===== src/msle_pkg.sv =====
package msle_pkg;

   // ------------------------------------------------------------------
   // register map, byte addresses, one aligned word each
   // ------------------------------------------------------------------
   localparam logic [7:0] MSLE_OFF_CTRL = 8'h00;
   localparam logic [7:0] MSLE_OFF_OUT_CMD = 8'h04;
   localparam logic [7:0] MSLE_OFF_FAULT_STS = 8'h08;
   localparam logic [7:0] MSLE_OFF_STATUS = 8'h0c;
   localparam logic [7:0] MSLE_OFF_DIR = 8'h10;

   // ------------------------------------------------------------------
   // control field positions
   // ------------------------------------------------------------------
   localparam int MSLE_CTRL_W = 7;
   localparam int MSLE_CTRL_ANALOG = 0;
   localparam int MSLE_CTRL_RUN = 1;
   localparam int MSLE_CTRL_STOP = 2;
   localparam int MSLE_CTRL_CFG_BAD = 3;
   localparam int MSLE_CTRL_REPAIR = 4;
   localparam int MSLE_CTRL_CRIT_LOCAL = 5;
   localparam int MSLE_CTRL_CRIT_REMOTE = 6;

   // ------------------------------------------------------------------
   // status field positions
   // ------------------------------------------------------------------
   localparam int MSLE_STS_MODE = 0;
   localparam int MSLE_STS_RED = 3;
   localparam int MSLE_STS_GREEN = 4;
   localparam int MSLE_STS_PH1 = 5;
   localparam int MSLE_STS_PH2 = 6;
   localparam int MSLE_STS_APP_STOP = 7;
   localparam int MSLE_STS_FORCE_OFF = 8;
   localparam int MSLE_STS_SUP_OP = 9;
   localparam int MSLE_STS_SUP_NOM = 10;
   localparam int MSLE_STS_IN_LVL = 16;

   // ------------------------------------------------------------------
   // reset values
   // ------------------------------------------------------------------
   localparam logic [MSLE_CTRL_W-1:0] MSLE_CTRL_RST = 7'h04;
   localparam logic [7:0] MSLE_OUT_CMD_RST = 8'h00;
   localparam logic [3:0] MSLE_DIR_RST = 4'h0;

   // ------------------------------------------------------------------
   // blink timing
   // ------------------------------------------------------------------
   localparam int MSLE_CLK_HZ = 100_000_000;
   localparam int MSLE_BLINK_2HZ_HALF_MS = 250;
   localparam int MSLE_CNT_W = 25;
   localparam logic [MSLE_CNT_W-1:0] MSLE_HALF_CYCLES =
      MSLE_CNT_W'((MSLE_CLK_HZ / 1000) * MSLE_BLINK_2HZ_HALF_MS);

   // ------------------------------------------------------------------
   // types
   // ------------------------------------------------------------------
   typedef enum logic [2:0] {
      MSLE_MODE_OFF = 3'h0,
      MSLE_MODE_STOP = 3'h1,
      MSLE_MODE_RUN = 3'h3,
      MSLE_MODE_REPAIR = 3'h2,
      MSLE_MODE_CFG_BAD = 3'h6,
      MSLE_MODE_CRIT_REMOTE = 3'h7,
      MSLE_MODE_CRIT_LOCAL = 3'h5
   } msle_mode_e;

   typedef struct packed {
      logic red;
      logic green;
   } msle_led_s;

   typedef struct packed {
      logic out_of_operating;
      logic out_of_nominal;
   } msle_supply_s;

   typedef struct packed {
      logic [MSLE_CNT_W-1:0] cnt;
      logic ph2;
      logic ph1;
      logic [MSLE_CTRL_W-1:0] ctrl;
      logic [7:0] cmd;
      logic [3:0] dir;
      logic [7:0] fsts;
      msle_mode_e mode;
      msle_led_s ms;
      logic [7:0] in_led;
      logic [7:0] out_led;
      logic [7:0] drive;
      logic app_stop;
      logic [31:0] rdata;
      logic slverr;
   } msle_regs_s;

endpackage : msle_pkg


===== src/msle_top.sv =====
`timescale 1ns/100ps
`default_nettype none

module msle_top
   import msle_pkg::*;
#(
   parameter logic [MSLE_CNT_W-1:0] HALF_CYCLES = MSLE_HALF_CYCLES
)
(
   input wire logic pclk,
   input wire logic presetn,
   input wire logic ce,
   input wire logic psel,
   input wire logic penable,
   input wire logic pwrite,
   input wire logic [7:0] paddr,
   input wire logic [31:0] pwdata,
   output logic [31:0] prdata,
   output logic pready,
   output logic pslverr,
   input wire msle_supply_s supply,
   input wire logic [3:0] input_channels_low,
   input wire logic [3:0] bidirectional_channels_in,
   output logic [3:0] bidirectional_channels_out,
   output logic [3:0] bidirectional_channels_oe,
   output logic [3:0] output_channels,
   input wire logic [7:0] output_fault,
   output msle_led_s module_state_indicator,
   output logic [7:0] input_led,
   output logic [7:0] output_led,
   output logic app_stop
);

   // ------------------------------------------------------------------
   // helpers
   // ------------------------------------------------------------------
   function automatic logic hit(input logic [7:0] addr, input logic [7:0] off);
      hit = (addr == off);
   endfunction : hit

   function automatic msle_led_s led(input logic red, input logic green);
      msle_led_s l;
      l.red = red;
      l.green = green;
      led = l;
   endfunction : led

   // ------------------------------------------------------------------
   // state
   // ------------------------------------------------------------------
   msle_regs_s r_q;
   msle_regs_s r_d;

   logic setup;
   logic wr;
   logic mapped;
   logic crit_any;
   logic force_off;
   logic wrap;
   logic [7:0] in_lvl;
   logic [7:0] on_mask;

   assign setup = ce & psel & ~penable;
   assign wr = ce & psel & penable & pwrite;
   assign mapped = hit(paddr, MSLE_OFF_CTRL) | hit(paddr, MSLE_OFF_OUT_CMD)
                 | hit(paddr, MSLE_OFF_FAULT_STS) | hit(paddr, MSLE_OFF_STATUS)
                 | hit(paddr, MSLE_OFF_DIR);
   assign crit_any = r_q.ctrl[MSLE_CTRL_CRIT_LOCAL] | r_q.ctrl[MSLE_CTRL_CRIT_REMOTE];
   // only the analog variant cuts its outputs on a critical error
   assign force_off = r_q.ctrl[MSLE_CTRL_ANALOG] & crit_any;
   assign wrap = (r_q.cnt >= HALF_CYCLES - MSLE_CNT_W'(1));
   assign in_lvl = {bidirectional_channels_in, input_channels_low};
   // bidirectional channels count as outputs only while driven
   assign on_mask = {r_q.dir, 4'hf};

   always_comb
   begin
      r_d = r_q;

      // ---------------------------------------------------------------
      // shared blink divider
      // ---------------------------------------------------------------
      // one counter for both rates keeps every blink in phase
      if (wrap)
      begin
         r_d.cnt = '0;
         r_d.ph2 = ~r_q.ph2;
         if (r_q.ph2)
         begin
            r_d.ph1 = ~r_q.ph1;
         end
      end
      else
      begin
         r_d.cnt = r_q.cnt + MSLE_CNT_W'(1);
      end

      // ---------------------------------------------------------------
      // register writes
      // ---------------------------------------------------------------
      if (wr && hit(paddr, MSLE_OFF_CTRL))
      begin
         r_d.ctrl = pwdata[MSLE_CTRL_W-1:0];
      end
      if (wr && hit(paddr, MSLE_OFF_OUT_CMD))
      begin
         r_d.cmd = pwdata[7:0];
      end
      if (wr && hit(paddr, MSLE_OFF_DIR))
      begin
         r_d.dir = pwdata[3:0];
      end
      // write one to clear; a fault in the same cycle survives
      if (wr && hit(paddr, MSLE_OFF_FAULT_STS))
      begin
         r_d.fsts = (r_q.fsts & ~pwdata[7:0]) | output_fault;
      end
      else
      begin
         r_d.fsts = r_q.fsts | output_fault;
      end

      // ---------------------------------------------------------------
      // read data captured in the setup phase
      // ---------------------------------------------------------------
      if (setup)
      begin
         r_d.slverr = ~mapped;
         r_d.rdata = '0;
         if (!pwrite)
         begin
            case (1'b1)
               hit(paddr, MSLE_OFF_CTRL):
                  r_d.rdata[MSLE_CTRL_W-1:0] = r_q.ctrl;
               hit(paddr, MSLE_OFF_OUT_CMD):
                  r_d.rdata[7:0] = r_q.cmd;
               hit(paddr, MSLE_OFF_FAULT_STS):
                  r_d.rdata[7:0] = r_q.fsts;
               hit(paddr, MSLE_OFF_DIR):
                  r_d.rdata[3:0] = r_q.dir;
               hit(paddr, MSLE_OFF_STATUS):
               begin
                  r_d.rdata[MSLE_STS_MODE +: 3] = r_q.mode;
                  r_d.rdata[MSLE_STS_RED] = r_q.ms.red;
                  r_d.rdata[MSLE_STS_GREEN] = r_q.ms.green;
                  r_d.rdata[MSLE_STS_PH1] = r_q.ph1;
                  r_d.rdata[MSLE_STS_PH2] = r_q.ph2;
                  r_d.rdata[MSLE_STS_APP_STOP] = r_q.app_stop;
                  r_d.rdata[MSLE_STS_FORCE_OFF] = force_off;
                  r_d.rdata[MSLE_STS_SUP_OP] = supply.out_of_operating;
                  r_d.rdata[MSLE_STS_SUP_NOM] = supply.out_of_nominal;
                  r_d.rdata[MSLE_STS_IN_LVL +: 8] = in_lvl;
               end
               default:
                  r_d.rdata = '0;
            endcase
         end
      end

      // ---------------------------------------------------------------
      // display mode, highest priority first
      // ---------------------------------------------------------------
      if (supply.out_of_operating)
      begin
         r_d.mode = MSLE_MODE_OFF;
      end
      else if (r_q.ctrl[MSLE_CTRL_CRIT_LOCAL])
      begin
         r_d.mode = MSLE_MODE_CRIT_LOCAL;
      end
      else if (r_q.ctrl[MSLE_CTRL_CRIT_REMOTE])
      begin
         r_d.mode = MSLE_MODE_CRIT_REMOTE;
      end
      else if (r_q.ctrl[MSLE_CTRL_CFG_BAD])
      begin
         r_d.mode = MSLE_MODE_CFG_BAD;
      end
      else if (r_q.ctrl[MSLE_CTRL_REPAIR])
      begin
         r_d.mode = MSLE_MODE_REPAIR;
      end
      else if (r_q.ctrl[MSLE_CTRL_STOP] || supply.out_of_nominal)
      begin
         r_d.mode = MSLE_MODE_STOP;
      end
      else if (r_q.ctrl[MSLE_CTRL_RUN])
      begin
         r_d.mode = MSLE_MODE_RUN;
      end
      else
      begin
         r_d.mode = MSLE_MODE_OFF;
      end

      // ---------------------------------------------------------------
      // module-state indicator, from the next mode and phase
      // ---------------------------------------------------------------
      case (r_d.mode)
         MSLE_MODE_OFF:
            r_d.ms = led(1'b0, 1'b0);
         MSLE_MODE_STOP:
            r_d.ms = led(1'b0, r_d.ph1);
         MSLE_MODE_RUN:
            r_d.ms = led(1'b0, 1'b1);
         MSLE_MODE_REPAIR:
         begin
            if (r_q.ctrl[MSLE_CTRL_ANALOG])
            begin
               r_d.ms = led(r_d.ph1, ~r_d.ph1);
            end
            else
            begin
               r_d.ms = led(r_d.ph1, 1'b0);
            end
         end
         MSLE_MODE_CFG_BAD:
            r_d.ms = led(r_d.ph1, 1'b0);
         MSLE_MODE_CRIT_LOCAL:
            r_d.ms = led(r_d.ph2, 1'b0);
         MSLE_MODE_CRIT_REMOTE:
            r_d.ms = led(1'b1, 1'b0);
         default:
            r_d.ms = led(1'b0, 1'b0);
      endcase

      // ---------------------------------------------------------------
      // application stop and output drive
      // ---------------------------------------------------------------
      r_d.app_stop = r_d.ctrl[MSLE_CTRL_CRIT_LOCAL]
                   | r_d.ctrl[MSLE_CTRL_CRIT_REMOTE];
      if (r_d.ctrl[MSLE_CTRL_ANALOG]
          && (r_d.ctrl[MSLE_CTRL_CRIT_LOCAL] || r_d.ctrl[MSLE_CTRL_CRIT_REMOTE]))
      begin
         r_d.drive = 8'h00;
      end
      else
      begin
         r_d.drive = r_d.cmd & {r_d.dir, 4'hf};
      end

      // ---------------------------------------------------------------
      // channel indicators
      // ---------------------------------------------------------------
      r_d.in_led = in_lvl;
      for (int i = 0; i < 8; i++)
      begin
         if (output_fault[i] && on_mask[i])
         begin
            // same phase that drives the red 1 Hz blink
            r_d.out_led[i] = r_d.ph1;
         end
         else
         begin
            r_d.out_led[i] = r_d.drive[i];
         end
      end
   end

   // ------------------------------------------------------------------
   // state register
   // ------------------------------------------------------------------
   always_ff @(posedge pclk or negedge presetn)
   begin
      if (!presetn)
      begin
         r_q <= '{cnt: '0, ph2: 1'b0, ph1: 1'b0, ctrl: MSLE_CTRL_RST,
                  cmd: MSLE_OUT_CMD_RST, dir: MSLE_DIR_RST, fsts: 8'h00,
                  mode: MSLE_MODE_OFF, ms: '0, in_led: 8'h00, out_led: 8'h00,
                  drive: 8'h00, app_stop: 1'b0, rdata: 32'h0000_0000,
                  slverr: 1'b0};
      end
      else if (ce)
      begin
         r_q <= r_d;
      end
   end

   // ------------------------------------------------------------------
   // outputs
   // ------------------------------------------------------------------
   // a frozen block holds the access phase instead of losing it
   assign pready = ce;
   assign prdata = r_q.rdata;
   assign pslverr = r_q.slverr;
   assign module_state_indicator = r_q.ms;
   assign input_led = r_q.in_led;
   assign output_led = r_q.out_led;
   assign output_channels = r_q.drive[3:0];
   assign bidirectional_channels_out = r_q.drive[7:4];
   assign bidirectional_channels_oe = r_q.dir;
   assign app_stop = r_q.app_stop;

endmodule : msle_top

`default_nettype wire


===== config.mk =====
export PLATFORM = sky130hd
export DESIGN_NAME = msle_top
export DESIGN_NICKNAME = d
export VERILOG_FILES = /design/src/msle_pkg.sv /design/src/msle_top.sv
export SDC_FILE = /design/constraint.sdc
export NUM_CORES = 1
export LEC_CHECK = 0
export BUFFER_PORTS_ARGS = -buffer_cell sky130_fd_sc_hd__buf_4
export CAP_MARGIN = 25
export CORE_UTILIZATION = 58
export CTS_CLUSTER_SIZE = 24
export DETAILED_ROUTE_END_ITERATION = 10
export PLACE_DENSITY = 0.85
export SKIP_CTS_REPAIR_TIMING = 1
export SLEW_MARGIN = 40
export SYNTH_ARGS = -nofsm -noshare
export SYNTH_HDL_FRONTEND = slang
export SYNTH_SLANG_ARGS = --single-unit

===== constraint.sdc =====
create_clock -name pclk -period 6.6 [get_ports pclk]
set_clock_uncertainty 0.15 [all_clocks]
set_input_delay 0.99 -clock pclk [delete_from_list [all_inputs] [get_ports pclk]]
set_output_delay 0.99 -clock pclk [all_outputs]
set_load 0.02 [all_outputs]

==> summary.txt <==
Finish
  – Layout fillers: 694
  – Final std cells w/o fill: roughly 670
  – Layout cells sized above 1: around 28%
  – Ant diodes: 0
  – P&R area growth vs syn: 9.85%
  – Nets: 620

Outcome
  – Violated checks: DRC
  – Status: finished with violations

Timing
  – RSZ-0062 raised after global routing: no
  – Pins Over Slew Limit: 0
  – FMAX: 351 MHz
  – Fin crit share: 43.1%
  – Fin crit period: 2850 ps
  – Final setup fails: 0
  – PnR worst setup slack: about 3800 ps
  – Final Hold Viols: 0
  – Least-Margin Pin Slew: about 730 ps
  – Max-Slew Margin vs Limit: a little over 50%
  – Setup TNS: 0 ps

Yosys
  – Xor/xnor share of the synthesized area: 3.38%
  – Largest family of logic cells by synthesized area: simple AND/OR/NAND/NOR gates
  – Yosys warns: 0
  – Synth unique cells: 65
  – Simple-Gate Fraction of Synth Area: between 10% and 20%
  – Adder-cell share of the synthesized area: less than 1%
  – #FFs+latches synth: around 100
  – Top FF cell, synth: dfrtp_1
  – Commonest cells in the netlist: dfrtp_1 (103), buf_4 (64), nor2_1 (42)
  – Post-synth EDFFs: 0
  – Synth Area in Compound Gates: a little over an eighth
  – Mux cell area share after synthesis: ~8.7%
  – Post-synthesis sequential area ratio: a little under half
  – FFs w/ async S/R, synth: 100%
  – Mapped Cells: between 500 and 600
  – Post-Syn Area: ~5400 µm²
  – Avg Inst Size Synth: around 10 µm²
  – Largest area contributor in the netlist: dfrtp_1
  – Top-count cell post-synth: dfrtp_1
  – Yosys top cell area share: 47.3%
  – Synth top area cells: dfrtp_1 (47%), buf_4 (8.8%), mux2_2 (6.0%)

Critical path
  – Data arrival, critical path: just under 3000 ps
  – Worst R2R Start: r_q[93]
  – CP endpoint kind: flip-flop
  – CP max FO: 39
  – Worst Setup Start Kind: input port
  – WS Path Type: input port to flip-flop
  – CP Data Required Time: between 6000 and 7000 ps
  – Reg2Reg Depth: 6
  – Worst r2r dst: r_q[91]
  – Reg-to-reg slack, setup: 3980 ps

Placement
  – Post-place setup slack: 3370 ps
  – Gpl congestion: between 0.8 and 0.9
  – I/O Buffers: 91
  – Placed instance count: between 600 and 700
  – Post-DP HPWL: roughly 8600 µm

CTS
  – Bufs on Longest Clock Path: 2
  – CTS H-tree lvls: 3
  – TritonCTS buffer count: 9
  – Root Driver: clkbuf_8
  – Clock-pin transition on the worst setup and hold timing paths: about 110 ps
  – Clock sinks: about 100
  – Clk_lat worst skew: between 300 and 400 ps
  – TritonCTS clock tree: built

Detailed routing
  – Initial DRC Count: ~320
  – DR vias: around 4100
  – WL final: 12000 µm
  – Vias per cell: slightly above 6
  – Drt pass-1 iters: 8
  – WL/cell: 17.8 µm
  – Final ANT Viol Nets: 0
  – Drc violations: 1

Floorplan
  – Die width: 98.9 µm
  – CORE AREA: roughly 9200 µm²
  – Num rows: 35
  – Die Area: between 9000 and 10000 µm²
  – Chip Height: 98.9 µm
  – Ports: between 100 and 150
  – Initial Util: 59.5%

Pwr
  – PD cells: between 200 and 250 nW/µm²
  – Peak VDD IR: between 0.1 and 0.15 mV
  – Final Power: about 0.0012 W
  – Leakage: 2.83 nW

Global routing
  – First-pass GRT wire length: between 15000 and 20000 µm
  – Vias in the first global route: a little under 4000
  – Antenna violations before repair: 0
  – Grt total ovfl: 0
  – Global Route Usage Sum: 26.1%
  – Largest net degree at the start of global routing: 80

Hold path
  – Hold Crit Class: input port to asynchronous set/reset pin

Job
  – Max_cap viols: 0
## area by class of cell
cell class | instances | area [µm²] | share of cell area [%]
flip-flops and latches | 104 | 2600 | 43.5
multi-input cells | 319 | 2240 | 37.4
repair buffers | 95 | 714 | 11.9
well taps | 111 | 139 | 2.32
clock buffers | 10 | 138 | 2.30
inverters | 26 | 97.6 | 1.63
clock inverters | 6 | 56.3 | 0.941
## placed cells by master (no fill, tap or decap), types with 13 or more instances in the layout
master   count
a22o_1      22
nand2_1     34
nand4_1     16
buf_4       93
dfrtp_1    103
nor2_1      42
o21ai_0     16
inv_1       25
mux2_2      29
conb_1      13
xnor2_1     14
## critical path, cell delays in order
cell     delay (ps)
buf_4           380
and4_1          340
nand4_1         430
mux2_2          470
a32oi_1         200
o21ai_0         110
## power breakdown
part	switching, W	internal [W]	leakage (nW)
Combinational	0.0000934	0.0000669	1.37
Sequential	0.0000330	0.000664	1.36
Clock	0.000233	0.000157	0.0977
Total	0.000360	0.000887	2.83
## registers in the layout, summed over array words and instances (netlist names), 2 cells and up
signal	cells
bidirectional_channels_oe	4
bidirectional_channels_out	4
input_led	8
module_state_indicator	2
output_channels	4
output_led	8
prdata	19
r_q	53
## metal layers
metal / vias to the layer above / part of all wire (%) / track usage [%]
met5: - / 0 / 0
met4: 0 / 0.92 / 7.69
met3: 12 / 7.5 / 5.32
met2: 180 / 47 / 41.3
met1: 2030 / 45 / 36.5
li1: 1863 / - / -
## per-stage QoR
stage	hold slack (ps)	util, %	cell area, µm²
floorplan	294	-	5490
global route	340	65.4	5990
detailed placement	324	63.3	5790
finish	334	65.4	5990
global placement	317	62.9	5760
CTS	332	65.4	5990
## how the worst max path moves through the flow
stage	depth (start not counted)	slack, ps	start	endpoint
after global placement	4	2780	ce	prdata[8]
final	6	3750	ce	output_led[3]
after detailed placement	6	3370	ce	output_led[3]
after floorplan	8	3730	paddr[3]	output_led[4]
after global routing	6	3590	ce	output_led[3]
after CTS	6	3780	ce	output_led[3]
## cells by family (layout without fill, tap and decap cells)
| kind of cell | Yosys count | after routing |
|---|---|---|
| AND/OR/NAND/NOR | 150 | 150 |
| buffers and inverters | 111 | 137 |
| flip-flops | 104 | 104 |
| AO/OA/AOI/OAI | 94 | 94 |
| multiplexers | 40 | 40 |
| XOR/XNOR | 21 | 21 |
| adder cells (fa/ha/maj) | 1 | 1 |
| other | 1 | 13 |
Note: power is estimated with default switching activity, not from simulation.
